### config.mk
export PLATFORM = sky130hd
export DESIGN_NAME = tbdl_detect
export DESIGN_NICKNAME = d
export VERILOG_FILES = /design/src/tbdl_pkg.sv /design/src/tbdl_lut.sv /design/src/tbdl_detect.sv
export VERILOG_INCLUDE_DIRS = /design/src
export SDC_FILE = /design/constraint.sdc
export NUM_CORES = 1
export LEC_CHECK = 0
export BUFFER_PORTS_ARGS = -buffer_cell sky130_fd_sc_hd__buf_2
export CAP_MARGIN = 30
export CORE_AREA = 2 2 224 226
export CTS_CLUSTER_DIAMETER = 120
export DETAILED_ROUTE_END_ITERATION = 8
export DIE_AREA = 0 0 226 228
export GPL_ROUTABILITY_DRIVEN = 0
export REMOVE_ABC_BUFFERS = 1
export SETUP_SLACK_MARGIN = 0.3
export SYNTH_ARGS = -nofsm -noshare
export SYNTH_HDL_FRONTEND = slang
export SYNTH_SLANG_ARGS = --single-unit
### constraint.sdc
create_clock -name mclk -period 5.7 [get_ports mclk]
set_clock_uncertainty 0.05 [all_clocks]
set_input_delay 1.14 -clock mclk [delete_from_list [all_inputs] [get_ports mclk]]
set_output_delay 1.14 -clock mclk [all_outputs]
set_load 0.005 [all_outputs]
### src/tbdl_map.svh
// Address map, field positions, reset values and timing constants of the detect logic.
`ifndef TBDL_MAP_SVH
`define TBDL_MAP_SVH

// ----------------------------------------------------------------------------
// Byte addresses in the configuration memory
// ----------------------------------------------------------------------------
`define TBDL_ADDR_POS_STAT   8'h05
`define TBDL_ADDR_NEG_STAT   8'h06
`define TBDL_ADDR_SIG_LO     8'h07
`define TBDL_ADDR_SIG_HI     8'h08
`define TBDL_ADDR_REF_LO     8'h09
`define TBDL_ADDR_REF_HI     8'h0a
`define TBDL_ADDR_DI         8'h0b
`define TBDL_ADDR_DRIFT      8'h16
`define TBDL_ADDR_INTEG      8'h17
`define TBDL_ADDR_RECAL      8'h18
`define TBDL_ADDR_HYST       8'h19
`define TBDL_ADDR_THR        8'h1b

// ----------------------------------------------------------------------------
// Field positions
// ----------------------------------------------------------------------------
`define TBDL_POS_DRIFT_INDEX_F        7:5
`define TBDL_BURST_F         4:3
`define TBDL_NEG_DRIFT_INDEX_F        2:0
`define TBDL_POS_NIB_F       7:4
`define TBDL_NEG_NIB_F       3:0
`define TBDL_POS_HYSTERESIS_INDEX_F         7:6
`define TBDL_NEG_HYSTERESIS_INDEX_F         5:4

// ----------------------------------------------------------------------------
// Reset values of the configuration bytes
// ----------------------------------------------------------------------------
`define TBDL_RST_DRIFT       8'h84
`define TBDL_RST_INTEG       8'h22
`define TBDL_RST_RECAL       8'h88
`define TBDL_RST_HYST        8'h50
`define TBDL_RST_THR         8'h44

// ----------------------------------------------------------------------------
// Timing: one tick is 100 ms of the 25 MHz clock
// ----------------------------------------------------------------------------
`define TBDL_CLK_HZ          25000000
`define TBDL_TICK_MS         100
`define TBDL_TICKS_PER_S     10
`define TBDL_HYST_SHIFT_MAX  3'h4

`endif

### src/tbdl_pkg.sv
// Types shared by the touch baseline detect logic.
package tbdl_pkg;

  // Detect state, Gray coded along track, positive, recalibrate, negative.
  typedef enum logic [1:0] {
    TBDL_TRACK = 2'b00,
    TBDL_POS   = 2'b01,
    TBDL_RECAL = 2'b11,
    TBDL_NEG   = 2'b10
  } tbdl_state_t;

endpackage

### src/tbdl_lut.sv
// Lookup tables that turn configuration indices into levels and tick counts.
`timescale 1ns/1ps
`include "tbdl_map.svh"

module tbdl_lut
  import tbdl_pkg::*;
(
  // Indices.
  input  wire logic [3:0]  thr_index,
  input  wire logic [3:0]  limit_index,
  input  wire logic [3:0]  recal_index,
  input  wire logic [2:0]  drift_index,
  input  wire logic [1:0]  hyst_index,
  // Decoded values.
  output logic      [7:0]  threshold,
  output logic      [7:0]  integ_limit,
  output logic      [11:0] recal_ticks,
  output logic      [6:0]  drift_ticks,
  output logic      [2:0]  hyst_shift
);

  // Shared table of integrator limits and recalibration seconds.
  function automatic logic [7:0] seq_lut(input logic [3:0] idx);
    case (idx)
      4'h0:    seq_lut = 8'd2;
      4'h1:    seq_lut = 8'd3;
      4'h2:    seq_lut = 8'd5;
      4'h3:    seq_lut = 8'd7;
      4'h4:    seq_lut = 8'd9;
      4'h5:    seq_lut = 8'd12;
      4'h6:    seq_lut = 8'd15;
      4'h7:    seq_lut = 8'd20;
      4'h8:    seq_lut = 8'd32;
      4'h9:    seq_lut = 8'd45;
      4'ha:    seq_lut = 8'd60;
      4'hb:    seq_lut = 8'd90;
      4'hc:    seq_lut = 8'd123;
      4'hd:    seq_lut = 8'd150;
      4'he:    seq_lut = 8'd190;
      default: seq_lut = 8'd254;
    endcase
  endfunction

  // Threshold counts.
  function automatic logic [7:0] thr_lut(input logic [3:0] idx);
    case (idx)
      4'h0:    thr_lut = 8'd10;
      4'h1:    thr_lut = 8'd12;
      4'h2:    thr_lut = 8'd16;
      4'h3:    thr_lut = 8'd22;
      4'h4:    thr_lut = 8'd30;
      4'h5:    thr_lut = 8'd40;
      4'h6:    thr_lut = 8'd52;
      4'h7:    thr_lut = 8'd66;
      4'h8:    thr_lut = 8'd82;
      4'h9:    thr_lut = 8'd100;
      4'ha:    thr_lut = 8'd120;
      4'hb:    thr_lut = 8'd142;
      4'hc:    thr_lut = 8'd166;
      4'hd:    thr_lut = 8'd192;
      4'he:    thr_lut = 8'd220;
      default: thr_lut = 8'd254;
    endcase
  endfunction

  // Drift intervals in 100 ms ticks: 0.2 s up to 10 s.
  function automatic logic [6:0] drift_lut(input logic [2:0] idx);
    case (idx)
      3'h0:    drift_lut = 7'd2;
      3'h1:    drift_lut = 7'd4;
      3'h2:    drift_lut = 7'd8;
      3'h3:    drift_lut = 7'd12;
      3'h4:    drift_lut = 7'd20;
      3'h5:    drift_lut = 7'd33;
      3'h6:    drift_lut = 7'd60;
      default: drift_lut = 7'd100;
    endcase
  endfunction

  // Decoded outputs; recalibration seconds scale to ticks.
  assign threshold   = thr_lut(thr_index);
  assign integ_limit = seq_lut(limit_index);
  assign recal_ticks = 12'(seq_lut(recal_index) * `TBDL_TICKS_PER_S);
  assign drift_ticks = drift_lut(drift_index);
  assign hyst_shift  = `TBDL_HYST_SHIFT_MAX - {1'b0, hyst_index};

endmodule // tbdl_lut

### src/tbdl_detect.sv
// Touch baseline detect logic: drift tracking, detect integrator and recalibration timeout.
//
// Behaviour
// Reference creeps toward the signal slowly, slew limited.
// Tracking pauses during detect or threshold crossing; resumes between thresholds.
// Thresholds and hysteresis levels are computed from the current reference.
// Upward and downward drift use separate interval settings.
// Drift index 0..7 maps to 0.2 to 10 seconds.
// Byte 22: positive drift bits 7..5, burst 4..3, negative drift 2..0.
// Each sample is tested against thresholds and counted in the integrator.
// Detect is declared only when the integrator reaches its limit.
// Signal above reference plus positive threshold counts toward positive limit.
// Signal below reference minus negative threshold counts toward negative limit.
// Integrator index 0..15 maps to limits 2 through 254.
// Byte 23: positive integrator index high nibble, negative low nibble.
// Detect lasting past the recalibration delay is cancelled and reference reset.
// After recalibration, normal detection resumes from the new reference.
// Positive detect uses positive delay; negative detect uses negative delay.
// The recalibration timeout always runs and cannot be disabled.
// Recalibration index 0..15 maps to 2 through 254 seconds.
// Byte 24: positive recalibration index high nibble, negative low nibble.
// Threshold index decodes through a sixteen-entry table, 10 to 254.
// Declared detect drops out at hysteresis point 6.25 to 50 percent.
// Integrator clears when a sample returns inside both thresholds before detect.
// Reference moves one count each elapsed drift interval without crossing.
`timescale 1ns/1ps
`include "tbdl_map.svh"

module tbdl_detect
  import tbdl_pkg::*;
#(
  parameter int TICK_CYCLES = `TBDL_CLK_HZ / 1000 * `TBDL_TICK_MS
)
(
  // Clock and reset.
  input  wire logic        mclk,
  input  wire logic        sys_rst,
  // Samples from the acquisition front end.
  input  wire logic        sample_valid,
  input  wire logic [15:0] sample_data,
  // Configuration memory port.
  input  wire logic        cfg_wr_en,
  input  wire logic        cfg_rd_en,
  input  wire logic [7:0]  cfg_addr,
  input  wire logic [7:0]  cfg_wr_data,
  output logic      [7:0]  cfg_rd_data,
  // Detect results.
  output logic             pos_detect,
  output logic             neg_detect,
  output logic             recal_event,
  output logic      [15:0] reference_level,
  output logic      [7:0]  detection_integrator_counter,
  output logic      [1:0]  burst_length_index
);

  // --------------------------------------------------------------------------
  // Configuration bytes
  // --------------------------------------------------------------------------
  localparam logic [21:0] TICK_LAST = 22'(TICK_CYCLES - 1);

  logic [7:0] drift_cfg_reg, drift_cfg_next;
  logic [7:0] integ_cfg_reg, integ_cfg_next;
  logic [7:0] recal_cfg_reg, recal_cfg_next;
  logic [7:0] hyst_cfg_reg,  hyst_cfg_next;
  logic [7:0] thr_cfg_reg,   thr_cfg_next;

  // Writes land only on the configuration bytes; status bytes ignore writes.
  always_comb begin
    drift_cfg_next = drift_cfg_reg;
    integ_cfg_next = integ_cfg_reg;
    recal_cfg_next = recal_cfg_reg;
    hyst_cfg_next  = hyst_cfg_reg;
    thr_cfg_next   = thr_cfg_reg;
    if (cfg_wr_en) begin
      case (cfg_addr)
        `TBDL_ADDR_DRIFT: drift_cfg_next = cfg_wr_data;
        `TBDL_ADDR_INTEG: integ_cfg_next = cfg_wr_data;
        `TBDL_ADDR_RECAL: recal_cfg_next = cfg_wr_data;
        `TBDL_ADDR_HYST:  hyst_cfg_next  = cfg_wr_data;
        `TBDL_ADDR_THR:   thr_cfg_next   = cfg_wr_data;
        default:          drift_cfg_next = drift_cfg_reg;
      endcase
    end
  end

  // Registers the configuration bytes.
  always_ff @(posedge mclk or posedge sys_rst) begin
    if (sys_rst) begin
      drift_cfg_reg <= `TBDL_RST_DRIFT;
      integ_cfg_reg <= `TBDL_RST_INTEG;
      recal_cfg_reg <= `TBDL_RST_RECAL;
      hyst_cfg_reg  <= `TBDL_RST_HYST;
      thr_cfg_reg   <= `TBDL_RST_THR;
    end else begin
      drift_cfg_reg <= drift_cfg_next;
      integ_cfg_reg <= integ_cfg_next;
      recal_cfg_reg <= recal_cfg_next;
      hyst_cfg_reg  <= hyst_cfg_next;
      thr_cfg_reg   <= thr_cfg_next;
    end
  end

  assign burst_length_index = drift_cfg_reg[`TBDL_BURST_F];

  // --------------------------------------------------------------------------
  // Index decoding, one table set per direction
  // --------------------------------------------------------------------------
  logic [7:0]  pos_thr,   neg_thr;
  logic [7:0]  pos_limit, neg_limit;
  logic [11:0] pos_recal, neg_recal;
  logic [6:0]  pos_drift, neg_drift;
  logic [2:0]  pos_shift, neg_shift;

  // Positive direction tables.
  tbdl_lut u_pos_lut (
    .thr_index   (thr_cfg_reg[`TBDL_POS_NIB_F]),
    .limit_index (integ_cfg_reg[`TBDL_POS_NIB_F]),
    .recal_index (recal_cfg_reg[`TBDL_POS_NIB_F]),
    .drift_index (drift_cfg_reg[`TBDL_POS_DRIFT_INDEX_F]),
    .hyst_index  (hyst_cfg_reg[`TBDL_POS_HYSTERESIS_INDEX_F]),
    .threshold   (pos_thr),
    .integ_limit (pos_limit),
    .recal_ticks (pos_recal),
    .drift_ticks (pos_drift),
    .hyst_shift  (pos_shift)
  );

  // Negative direction tables.
  tbdl_lut u_neg_lut (
    .thr_index   (thr_cfg_reg[`TBDL_NEG_NIB_F]),
    .limit_index (integ_cfg_reg[`TBDL_NEG_NIB_F]),
    .recal_index (recal_cfg_reg[`TBDL_NEG_NIB_F]),
    .drift_index (drift_cfg_reg[`TBDL_NEG_DRIFT_INDEX_F]),
    .hyst_index  (hyst_cfg_reg[`TBDL_NEG_HYSTERESIS_INDEX_F]),
    .threshold   (neg_thr),
    .integ_limit (neg_limit),
    .recal_ticks (neg_recal),
    .drift_ticks (neg_drift),
    .hyst_shift  (neg_shift)
  );

  // --------------------------------------------------------------------------
  // 100 ms time base
  // --------------------------------------------------------------------------
  logic [21:0] presc_reg, presc_next;
  logic        tick_reg,  tick_next;

  // Counts clock cycles and emits a one-cycle tick every 100 ms.
  always_comb begin
    tick_next  = (presc_reg == TICK_LAST);
    presc_next = tick_next ? '0 : presc_reg + 22'h000001;
  end

  // Registers the time base.
  always_ff @(posedge mclk or posedge sys_rst) begin
    if (sys_rst) begin
      presc_reg <= '0;
      tick_reg  <= 1'b0;
    end else begin
      presc_reg <= presc_next;
      tick_reg  <= tick_next;
    end
  end

  // --------------------------------------------------------------------------
  // Level comparisons against the current reference
  // --------------------------------------------------------------------------
  tbdl_state_t state_reg, state_next;
  logic [15:0] ref_reg,   ref_next;
  logic [15:0] sig_reg,   sig_next;
  logic [7:0]  di_reg,    di_next;
  logic        di_pos_reg, di_pos_next;
  logic        inside_reg, inside_next;
  logic [6:0]  drift_cnt_reg, drift_cnt_next;
  logic [11:0] recal_cnt_reg, recal_cnt_next;
  logic        recal_evt_reg, recal_evt_next;

  logic [16:0] pos_level;
  logic [16:0] neg_sum;
  logic [7:0]  pos_hyst;
  logic [7:0]  neg_hyst;
  logic        above;
  logic        below;
  logic        pos_release;
  logic        neg_release;
  logic [6:0]  drift_target;

  // Thresholds and drop-out points ride on the reference.
  always_comb begin
    pos_level    = {1'b0, ref_reg} + {9'h000, pos_thr};
    neg_sum      = {1'b0, sample_data} + {9'h000, neg_thr};
    pos_hyst     = pos_thr >> pos_shift;
    neg_hyst     = neg_thr >> neg_shift;
    above        = {1'b0, sample_data} > pos_level;
    below        = neg_sum < {1'b0, ref_reg};
    pos_release  = {1'b0, sample_data} < (pos_level - {9'h000, pos_hyst});
    neg_release  = neg_sum > ({1'b0, ref_reg} + {9'h000, neg_hyst});
    drift_target = (sig_reg > ref_reg) ? pos_drift : neg_drift;
  end

  // --------------------------------------------------------------------------
  // Detect state machine
  // --------------------------------------------------------------------------
  // Sample evaluation, integrator, drift and recalibration timeout.
  always_comb begin
    state_next     = state_reg;
    ref_next       = ref_reg;
    sig_next       = sig_reg;
    di_next        = di_reg;
    di_pos_next    = di_pos_reg;
    inside_next    = inside_reg;
    drift_cnt_next = drift_cnt_reg;
    recal_cnt_next = recal_cnt_reg;
    recal_evt_next = 1'b0;
    case (state_reg)
      TBDL_TRACK: begin
        recal_cnt_next = '0;
        if (sample_valid) begin
          sig_next    = sample_data;
          inside_next = !above && !below;
          if (above) begin
            di_next     = (di_pos_reg && di_reg != 8'h00) ? di_reg + 8'h01 : 8'h01;
            di_pos_next = 1'b1;
            if (di_next >= pos_limit) begin
              state_next = TBDL_POS;
            end
          end else if (below) begin
            di_next     = (!di_pos_reg && di_reg != 8'h00) ? di_reg + 8'h01 : 8'h01;
            di_pos_next = 1'b0;
            if (di_next >= neg_limit) begin
              state_next = TBDL_NEG;
            end
          end else begin
            di_next = 8'h00;
          end
          if (above || below) begin
            drift_cnt_next = '0;
          end
        end else if (tick_reg && inside_reg) begin
          // One count per elapsed interval keeps the slew slow.
          if (drift_cnt_reg + 7'h01 >= drift_target) begin
            drift_cnt_next = '0;
            if (sig_reg > ref_reg) begin
              ref_next = ref_reg + 16'h0001;
            end else if (sig_reg < ref_reg) begin
              ref_next = ref_reg - 16'h0001;
            end
          end else begin
            drift_cnt_next = drift_cnt_reg + 7'h01;
          end
        end
      end
      TBDL_POS, TBDL_NEG: begin
        drift_cnt_next = '0;
        if (sample_valid) begin
          sig_next = sample_data;
          if ((state_reg == TBDL_POS) ? pos_release : neg_release) begin
            state_next  = TBDL_TRACK;
            di_next     = 8'h00;
            inside_next = 1'b0;
          end
        end
        // The timeout has no off setting, so every detect is bounded.
        if (state_next != TBDL_TRACK && tick_reg) begin
          recal_cnt_next = recal_cnt_reg + 12'h001;
          if (recal_cnt_next >= ((state_reg == TBDL_POS) ? pos_recal : neg_recal)) begin
            state_next = TBDL_RECAL;
          end
        end
      end
      TBDL_RECAL: begin
        // Re-baseline on the present signal and go back to tracking.
        ref_next       = sig_reg;
        di_next        = 8'h00;
        inside_next    = 1'b0;
        recal_cnt_next = '0;
        recal_evt_next = 1'b1;
        state_next     = TBDL_TRACK;
      end
      default: begin
        state_next = TBDL_TRACK;
      end
    endcase
  end

  // Registers the detect state.
  always_ff @(posedge mclk or posedge sys_rst) begin
    if (sys_rst) begin
      state_reg     <= TBDL_TRACK;
      ref_reg       <= '0;
      sig_reg       <= '0;
      di_reg        <= '0;
      di_pos_reg    <= 1'b0;
      inside_reg    <= 1'b0;
      drift_cnt_reg <= '0;
      recal_cnt_reg <= '0;
      recal_evt_reg <= 1'b0;
    end else begin
      state_reg     <= state_next;
      ref_reg       <= ref_next;
      sig_reg       <= sig_next;
      di_reg        <= di_next;
      di_pos_reg    <= di_pos_next;
      inside_reg    <= inside_next;
      drift_cnt_reg <= drift_cnt_next;
      recal_cnt_reg <= recal_cnt_next;
      recal_evt_reg <= recal_evt_next;
    end
  end

  // Detect outputs straight from state flops.
  assign pos_detect                   = (state_reg == TBDL_POS);
  assign neg_detect                   = (state_reg == TBDL_NEG);
  assign recal_event                  = recal_evt_reg;
  assign reference_level              = ref_reg;
  assign detection_integrator_counter = di_reg;

  // --------------------------------------------------------------------------
  // Read port
  // --------------------------------------------------------------------------
  logic [7:0] rd_data_reg, rd_data_next;

  // Selects the addressed byte; multi-byte values are little endian.
  always_comb begin
    rd_data_next = rd_data_reg;
    if (cfg_rd_en) begin
      case (cfg_addr)
        `TBDL_ADDR_POS_STAT: rd_data_next = {7'h00, pos_detect};
        `TBDL_ADDR_NEG_STAT: rd_data_next = {7'h00, neg_detect};
        `TBDL_ADDR_SIG_LO:   rd_data_next = sig_reg[7:0];
        `TBDL_ADDR_SIG_HI:   rd_data_next = sig_reg[15:8];
        `TBDL_ADDR_REF_LO:   rd_data_next = ref_reg[7:0];
        `TBDL_ADDR_REF_HI:   rd_data_next = ref_reg[15:8];
        `TBDL_ADDR_DI:       rd_data_next = di_reg;
        `TBDL_ADDR_DRIFT:    rd_data_next = drift_cfg_reg;
        `TBDL_ADDR_INTEG:    rd_data_next = integ_cfg_reg;
        `TBDL_ADDR_RECAL:    rd_data_next = recal_cfg_reg;
        `TBDL_ADDR_HYST:     rd_data_next = hyst_cfg_reg;
        `TBDL_ADDR_THR:      rd_data_next = thr_cfg_reg;
        default:             rd_data_next = 8'h00;
      endcase
    end
  end

  // Registers the read data.
  always_ff @(posedge mclk or posedge sys_rst) begin
    if (sys_rst) begin
      rd_data_reg <= 8'h00;
    end else begin
      rd_data_reg <= rd_data_next;
    end
  end

  assign cfg_rd_data = rd_data_reg;

endmodule // tbdl_detect

==> results.toml, run 1 <==
[power]
p_seq_share_pct = 16.5
p_clk_share_pct = 16.5
ir_drop_mv = 0.396
powerDensity_nw_per_um2 = 388
p_switching_mw = 3.13
p_total_mw = 7.15
leakage_nw = 8.61
p_int_mw = 4.03
pwr-share-comb_pct = 67.0
p_sw_share_pct = 43.7

[outcome]
status = "complete, but fails checks"
violations = "setup timing"

[global_routing]
top_usage_layer = "met2"
grt_overflow = 0
met2_usage_pct = 31.5
grt_usage_pct = 18.9
grt_pass1_wl_um = 76200
grt_use_met3_pct = 3.09
grt_max_degree = 94
grt_antenna_before_repair = 1
grt_use_met1_pct = 23.7
grt_pass1_vias = 13700

[synthesis]
yosysSeqAreaShare_pct = 23.2
synthCells = 1714
syn_area_per_cell_um2 = 8.53
yosysWarnings = 0
ys_async_sr_fraction_pct = 100
synth_area_um2 = 14600
ys_ff_latch = 135
ys.flop_type = "dfrtp_1"
synth-edff-count = 0
synth_cell_types = 91

[die]
dieArea_um2 = 51500
fp.dieW_um = 226
dieHeight_um = 228
start_util_pct = 29.6
placementRows = 82
ios = 74
core_area_um2 = 49300

[route]
drc = 0
wl_per_cell_um = 18.5
drt_pass1_iterations = 5
ant_nets = 0
totalWireLength_um = 48600
vias = 13800
drt_iter0_drc = 985
vias_per_cell = 5.26

[setup_path]
r2r_slack_ps = -40
worst_ep_required_time_ps = 6010
crit_path_max_incr_delay_ps = 400
start_kind = "register"
critPathKind = "register to register"
cp_max_fo = 5
slowest_stage = "dfrtp_1"
cp_common_cell = "buf_4"
worst_setup_path_end_kind = "register"
worst_ep_arrival_time_ps = 6060

[final_layout]
largest_reg_flops = 22
area_growth_pct = 26.2
nFillCells = 4987
diodes = 0
utilization_pct = 37.4
finalNonFillerCells = 2624
final_nets = 2204
final_common_cell = "ha_1"
stdcell_area_um2 = 18500
final_cell_mix = "209 x ha_1, 173 x buf_4, 147 x nand2_1, 138 x nor2_1, 124 x dfrtp_1"
drive_above_1_share_pct = 25.7

[placement]
port_buffers = 73
hpwlAfterDp_um = 38200
dp.cells = 2546
dpl_cell_area_um2 = 16700

[timing]
rsz0062_at_grt = "true"
drv_slew = 0
worst_pin_slew_ps = 826
min_period_ps = 5740
fin_ws_ps = -43.0
hold_viol = 0
maxSlewHeadroom_pct = 44.8
clock.fmax_mhz = 174
fin_crit_sh_pct = 101
hold_slack_ps = 416
setup_viol_count_final = 9

[cts]
cts.sinks = 135
cts-root-buf = "clkbuf_16"
htree_levels = 4
clock_path_buffers = 2
cts_buffers = 17
path_clk_slew_ps = 60
tritoncts = "built"
clk_latency_ps = 440

[hold_path]
hold_path_class = "register to register"

[run]
maxCapViolations = 0
## metal layers
layer  vias up  part of all wire (%)  routed length (um)
met5         -                 0.027                  13
met4         2                   4.6                2220
met3       104                   5.0                2450
met2       372                    48               23300
met1      6683                    43               20700
li1       6644                     -                   -
## Yosys cell counts, drive strengths merged (9+ instances only)
master | count | area, um^2
nand4 | 18 | 113
nand2 | 149 | 559
nand2b | 30 | 188
a22o | 17 | 149
or3 | 17 | 106
buf | 21 | 113
a21o | 44 | 330
o21a | 29 | 218
nand3 | 57 | 290
ha | 221 | 2770
dfrtp | 125 | 3130
clkbuf | 41 | 154
xor2 | 39 | 342
dfstp | 10 | 263
mux2 | 52 | 608
a21oi | 107 | 547
o211ai | 19 | 153
xnor2 | 85 | 759
mux2i | 19 | 190
and3 | 15 | 93.8
nor2b | 19 | 119
and2 | 10 | 62.6
a211oi | 14 | 110
nor3 | 30 | 150
a31oi | 16 | 113
nor2 | 148 | 561
o21bai | 15 | 113
nor4 | 11 | 81.3
a221oi | 18 | 158
o21ai | 77 | 397
nor3b | 10 | 85.1
inv | 113 | 424
a22oi | 9 | 72.6
## through the flow
| step | setup WS, ps | setup TNS [ps] |
|---|---|---|
| 4_1_cts | 104 | 0 |
| 3_3_place_gp | -334 | -5030 |
| 6_report | -43.0 | -182 |
| 5_1_grt | -311 | -6220 |
| 3_5_place_dp | -397 | -5830 |
| 2_1_floorplan | -785 | -8470 |
## worst paths after layout
check / from / end / cells after the start
worst max register to register: thr_cfg_reg[5] / recal_cnt_reg[9] / 31
worst max-delay path: thr_cfg_reg[5] / recal_cnt_reg[9] / 31
worst min-delay path: presc_reg[0] / presc_reg[0] / 1
min in group asynchronous: sys_rst / presc_reg[12] / 3
worst min register to register: presc_reg[0] / presc_reg[0] / 1
max in group asynchronous: sys_rst / presc_reg[10] / 4
## cell families after synthesis
logic type	after synthesis	synth area share [%]
AOI/OAI and AO/OA	429	20.0
adders and majority gates	229	19.9
xor gates and xnor gates	125	7.69
and+or+nand+nor	543	18.2
buffers and inverters	177	4.77
muxes	76	6.23
DFF	135	23.2
## repair_timing
action / 4_1_cts / 5_1_grt
gates resized for setup: 102 / 62
endpoints found under the setup margin: 30 / 32
hold buffers: 0 / 0
pin swaps: 67 / 35
cloned: 6 / 0
buffers inserted: 31 / 8
## worst max-delay path, delay by kind of cell (launching register included)
family / cells / cell delay [ps]
AOI/OAI and AO/OA: 9 / 1380
and+or+nand+nor: 7 / 1330
buffers and inverters: 9 / 1170
adders and majority gates: 4 / 910
DFF: 1 / 400
muxes: 1 / 240
xor gates and xnor gates: 1 / 160
## power by group through the flow
stage / Combinational, mW / Clock [mW] / Sequential (mW)
finish: 4.80 / 1.18 / 1.18
global route: 5.27 / 1.24 / 1.19
CTS: 4.44 / 1.19 / 1.18
detailed placement: 3.83 / 0 / 1.19
global placement: 3.71 / 0 / 1.19
floorplan: 2.55 / 0 / 1.16
## cell type report
cell class	count	area [um^2]	share of cell area, %
Multi-Input combinational cell	1404	11200	60.6
Sequential cell	135	3390	18.4
Timing Repair Buffer	266	1990	10.8
Tap cell	672	841	4.56
Clock buffer	22	474	2.57
Inverter	115	437	2.37
Clock inverter	10	144	0.780
(Power assumes the default switching activity.)
==> inputs of run 2 (changes only) <==
--- a/config.mk
+++ b/config.mk
@@ -6,12 +6,13 @@
 export SDC_FILE = /design/constraint.sdc
 export NUM_CORES = 1
 export LEC_CHECK = 0
-export BUFFER_PORTS_ARGS = -buffer_cell sky130_fd_sc_hd__buf_2
 export CAP_MARGIN = 30
 export CORE_AREA = 2 2 224 226
+export CTS_BUF_LIST = sky130_fd_sc_hd__clkbuf_8
 export CTS_CLUSTER_DIAMETER = 120
 export DETAILED_ROUTE_END_ITERATION = 8
 export DIE_AREA = 0 0 226 228
+export DONT_BUFFER_PORTS = 1
 export GPL_ROUTABILITY_DRIVEN = 0
 export REMOVE_ABC_BUFFERS = 1
 export SETUP_SLACK_MARGIN = 0.3
==> constraint.sdc (replaced) <==
create_clock -name mclk -period 5.7 [get_ports mclk]
set_clock_uncertainty 0.05 [all_clocks]
set_input_delay 0.285 -clock mclk [delete_from_list [all_inputs] [get_ports mclk]]
set_output_delay 0.285 -clock mclk [all_outputs]
set_load 0.005 [all_outputs]
==> results.toml, run 2 (same netlist as run 1, synthesis figures left out) <==
[final_layout]
area_growth_pct = 22.8
diodes = 0
stdcell_area_um2 = 18000
finalNonFillerCells = 2570
final_nets = 2150
drive_above_1_share_pct = 22.4
final_common_cell = "ha_1"
final_cell_mix = "209 x ha_1, 174 x buf_4, 147 x nand2_1, 139 x nor2_1, 124 x dfrtp_1"
nFillCells = 4962
largest_reg_flops = 22

[power]
ir_drop_mv = 0.307
powerDensity_nw_per_um2 = 372
leakage_nw = 8.22

[route]
wl_per_cell_um = 18.9
totalWireLength_um = 48700
vias_per_cell = 5.30
drc = 0
ant_nets = 0
drt_iter0_drc = 917
vias = 13600
drt_pass1_iterations = 5

[hold_path]
hold_path_class = "primary input to register"

[placement]
port_buffers = 0
dpl_cell_area_um2 = 16300
place_ws_ps = -483
dp.cells = 2467
hpwlAfterDp_um = 37600

[cts]
cts_buffers = 17
path_clk_slew_ps = 100
clock_path_buffers = 2
htree_levels = 4
tritoncts = "built"
clk_latency_ps = 480
cts.sinks = 135
cts-root-buf = "clkbuf_8"

[run]
maxCapViolations = 0

[global_routing]
grt_overflow = 0
grt_max_degree = 94
grt_antenna_before_repair = 1
grt_pass1_vias = 13200
grt_usage_pct = 18.6
grt_pass1_wl_um = 75300

[setup_path]
worst_setup_path_end_kind = "register"
crit_start = "thr_cfg_reg[5]"
critPathKind = "register to register"
crit_path_max_incr_delay_ps = 450
crit_cells = 26
worst_ep_required_time_ps = 6060
r2r-start = "thr_cfg_reg[5]"
worst-path-buf-inv = 3
cp_max_fo = 8
cp_common_cell = "a21oi_2"
path_delay_family = "compound AO/OA/AOI/OAI gates"
reg2regPathDepth = 26
worst_ep_arrival_time_ps = 5990
crit_end = "recal_cnt_reg[10]"
reg2reg_to = "recal_cnt_reg[10]"
slowest_stage = "mux4_2"
start_kind = "register"
r2r_slack_ps = 70

[timing]
hold_viol = 0
worst_pin_slew_ps = 896
hold_slack_ps = 58.2
maxSlewHeadroom_pct = 40.2
min_period_ps = 5630
fin_ws_ps = 65.3
rsz0062_at_grt = "true"
setup_viol_count_final = 0
drv_slew = 0
clock.fmax_mhz = 177
fin_crit_sh_pct = 98.9

[die]
start_util_pct = 29.6
fp.dieW_um = 226
dieArea_um2 = 51500
ios = 74
dieHeight_um = 228
core_area_um2 = 49300
placementRows = 82

[outcome]
status = "finished clean"
run 2: changes by cell type in the layout (fill, tap and decap cells not counted), moves of 5 or more:
cell	delta
buf_2	-73
dlygate4sd3_1	+27
clkbuf_16	-17
clkbuf_8	+15
a21oi_1	-11
a21oi_2	+11
buf_16	-5
buf_6	-5
o21ai_0	+5
o221ai_1	+5
o221ai_2	-5
run 2: report_power, final:
group,internal [mW],switching (mW),leakage [nW]
sequential,1.04,0.139,1.72
combinational,2.18,2.46,6.30
clock,0.412,0.452,0.197
run 2: worst reg2reg max path: cells and delay by family, from the launching register on:
family | cells | cell delay [ps]
AO/OA/AOI/OAI | 10 | 1790
XOR/XNOR | 2 | 220
adder cells (fa/ha/maj) | 3 | 950
buffers and inverters | 3 | 360
flip-flops | 1 | 390
multiplexers | 2 | 760
AND/OR/NAND/NOR | 6 | 1030
run 2: worst min-delay path by stage:
stage / endpoint / from / cells past startpoint
3_3_place_gp: presc_reg[11] / sys_rst / 1
2_1_floorplan: sig_reg[10] / sample_data[10] / 2
3_5_place_dp: presc_reg[11] / sys_rst / 1
4_1_cts: sig_reg[13] / sample_valid / 4
6_report: sig_reg[13] / sample_valid / 4
5_1_grt: sig_reg[13] / sample_valid / 4
run 2: routing by layer:
layer	vias to the layer above	global-route usage, %	wire length, um
met5	-	0	13
li1	6551	-	-
met3	96	3.72	2520
met4	2	5.84	1380
met1	6642	22.9	20500
met2	342	32.5	24200
run 2: timing repair:
item | CTS | global route
endpoints found under the hold margin | 152 | 0
setup endpoints to repair | 30 | 47
buffers inserted | 31 | 11
pin swaps | 63 | 54
gates resized for setup | 87 | 62
hold buffers | 27 | 0
cloned | 1 | 1
run 2: final cells by class:
class / count / area [um^2] / share of cell area, %
Clock buffer: 18 / 248 / 1.38
Inverter: 115 / 437 / 2.43
Multi-Input combinational cell: 1404 / 11200 / 62.1
Sequential cell: 135 / 3390 / 18.9
Tap cell: 672 / 841 / 4.68
Timing Repair Buffer: 212 / 1730 / 9.61
Clock inverter: 14 / 161 / 0.899
run 2: through the flow:
step	utilization, %	setup TNS, ps	total power, mW
detailed placement	33.1	-7110	4.94
global route	36.4	-2500	7.18
CTS	35.7	0	6.30
finish	36.4	0	6.68
global placement	33.1	-4880	4.82
floorplan	-	-8470	3.71
==> inputs of run 3 (changes only) <==
--- a/config.mk
+++ b/config.mk
@@ -14,6 +14,8 @@
 export DIE_AREA = 0 0 226 228
 export DONT_BUFFER_PORTS = 1
 export GPL_ROUTABILITY_DRIVEN = 0
+export GPL_TIMING_DRIVEN = 0
+export PLACE_DENSITY_LB_ADDON = 0.2
 export REMOVE_ABC_BUFFERS = 1
 export SETUP_SLACK_MARGIN = 0.3
 export SYNTH_ARGS = -nofsm -noshare
==> results.toml, run 3 (same netlist as run 1, synthesis figures left out) <==
[timing]
maxSlewHeadroom_pct = 8.32
min_period_ps = 5830
fin_ws_ps = -129
clock.fmax_mhz = 172
rsz0062_at_grt = "true"
hold_viol = 0
drv_slew = 0
worst_pin_slew_ps = 1360
fin_tns_setup_ps = -1520
hold_slack_ps = 40.1
setup_viol_count_final = 18
fin_crit_sh_pct = 102

[hold_path]
min_from = "cfg_rd_en"
hold_path_class = "primary input to register"

[route]
drt_pass1_iterations = 5
vias_per_cell = 5.26
ant_nets = 0
drc = 0
wl_per_cell_um = 19.9
drt_iter0_drc = 677
vias = 13000
totalWireLength_um = 49300

[final_layout]
stdcell_area_um2 = 17500
final_cell_mix = "205 x ha_1, 149 x nand2_1, 138 x nor2_1, 111 x dfrtp_1, 106 x inv_1"
area_growth_pct = 19.4
final_nets = 2053
final_common_cell = "ha_1"
drive_above_1_share_pct = 20.1
largest_reg_flops = 22

[setup_path]
worst-path-buf-inv = 3
worst_setup_path_end_kind = "register"
crit_start = "thr_cfg_reg[4]"
path_delay_family = "compound AO/OA/AOI/OAI gates"
cp_common_cell = "a21oi_2"
critPathKind = "register to register"
r2r-start = "thr_cfg_reg[4]"
start_kind = "register"
crit_path_max_incr_delay_ps = 490
worst_ep_required_time_ps = 6070
worst_ep_arrival_time_ps = 6200
cp_max_fo = 5
slowest_stage = "dfrtp_2"

[power]
p_total_mw = 6.37
leakage_nw = 7.79
powerDensity_nw_per_um2 = 365
ir_drop_mv = 0.300

[outcome]
status = "complete, but fails checks"
violations = "setup timing"

[cts]
clk_latency_ps = 500
htree_levels = 4
path_clk_slew_ps = 90
clock_path_buffers = 2
cts-root-buf = "clkbuf_8"
tritoncts = "built"
cts.sinks = 135
cts_buffers = 17

[placement]
port_buffers = 0
hpwlAfterDp_um = 36400
place_ws_ps = -1410
dpl_cell_area_um2 = 15300

[global_routing]
grt_max_degree = 79
grt_pass1_vias = 12500
grt_pass1_wl_um = 74400
grt_usage_pct = 18.8
grt_antenna_before_repair = 3
grt_overflow = 0

[die]
core_area_um2 = 49300
start_util_pct = 29.6
fp.dieW_um = 226
dieArea_um2 = 51500
placementRows = 82
ios = 74
dieHeight_um = 228

[run]
maxCapViolations = 0
[run 3: changes by cell type in the layout (fill, tap and decap cells not counted), sizes merged]
| cell | delta |
|---|---|
| clkinvlp | -1 |
| diode | +1 |
| o211a | +3 |
| inv | -3 |
| clkbuf | +1 |
| a21bo | +1 |
| buf | -101 |
| bufinv | -1 |
| clkinv | +4 |
[run 3: metrics by stage]
step | cells | utilization (%)
2_1_floorplan | 1652 | -
3_3_place_gp | 2324 | 30.8
3_5_place_dp | 2332 | 31.1
4_1_cts | 2434 | 33.8
5_1_grt | 2474 | 35.4
6_report | 2474 | 35.4
[run 3: worst paths after layout]
check / depth (start not counted) / end / slack, ps
max: 25 / recal_cnt_reg[4] / -130
max reg2reg: 25 / recal_cnt_reg[4] / -130
min: 3 / cfg_rd_data[0] / 40
min in group asynchronous: 2 / presc_reg[1] / 300
max in group asynchronous: 3 / detection_integrator_counter[6] / 4460
min reg2reg: 1 / presc_reg[0] / 410
[run 3: final cells by class]
type | count | area (um^2)
fillers | 5056 | 31900
multi-input cells | 1408 | 11400
flip-flops and latches | 135 | 3420
repair buffers | 111 | 993
well taps | 672 | 841
inverters | 115 | 439
clock buffers | 19 | 262
clock inverters | 13 | 119
diodes | 1 | 2.50
[run 3: what timing repair did]
| action | in CTS | in global routing |
|---|---|---|
| gates cloned | 3 | 3 |
| pin swaps | 39 | 71 |
| hold buffers | 27 | 0 |
| gates resized for setup | 92 | 105 |
| setup buffers | 40 | 35 |
| endpoints found under the hold margin | 122 | 0 |
| endpoints found under the setup margin | 47 | 37 |
[run 3: tightest hold or removal path, delay by kind of cell]
kind,cells,cell delay [ps]
AO/OA/AOI/OAI,3,250
[run 3: routing by layer]
layer	global-route usage (%)	vias up	share of wire, %
met3	3.76	71	4.4
met5	0	-	0.067
met1	24.4	6328	44
met2	31.6	237	48
met4	5.15	4	3.4
li1	-	6366	-
[run 3: where the power goes]
group / switching [mW] / internal (mW) / total, mW / leakage (nW)
Sequential: 0.218 / 1.04 / 1.25 / 1.71
Clock: 0.453 / 0.371 / 0.824 / 0.191
Combinational: 2.35 / 1.94 / 4.29 / 5.89
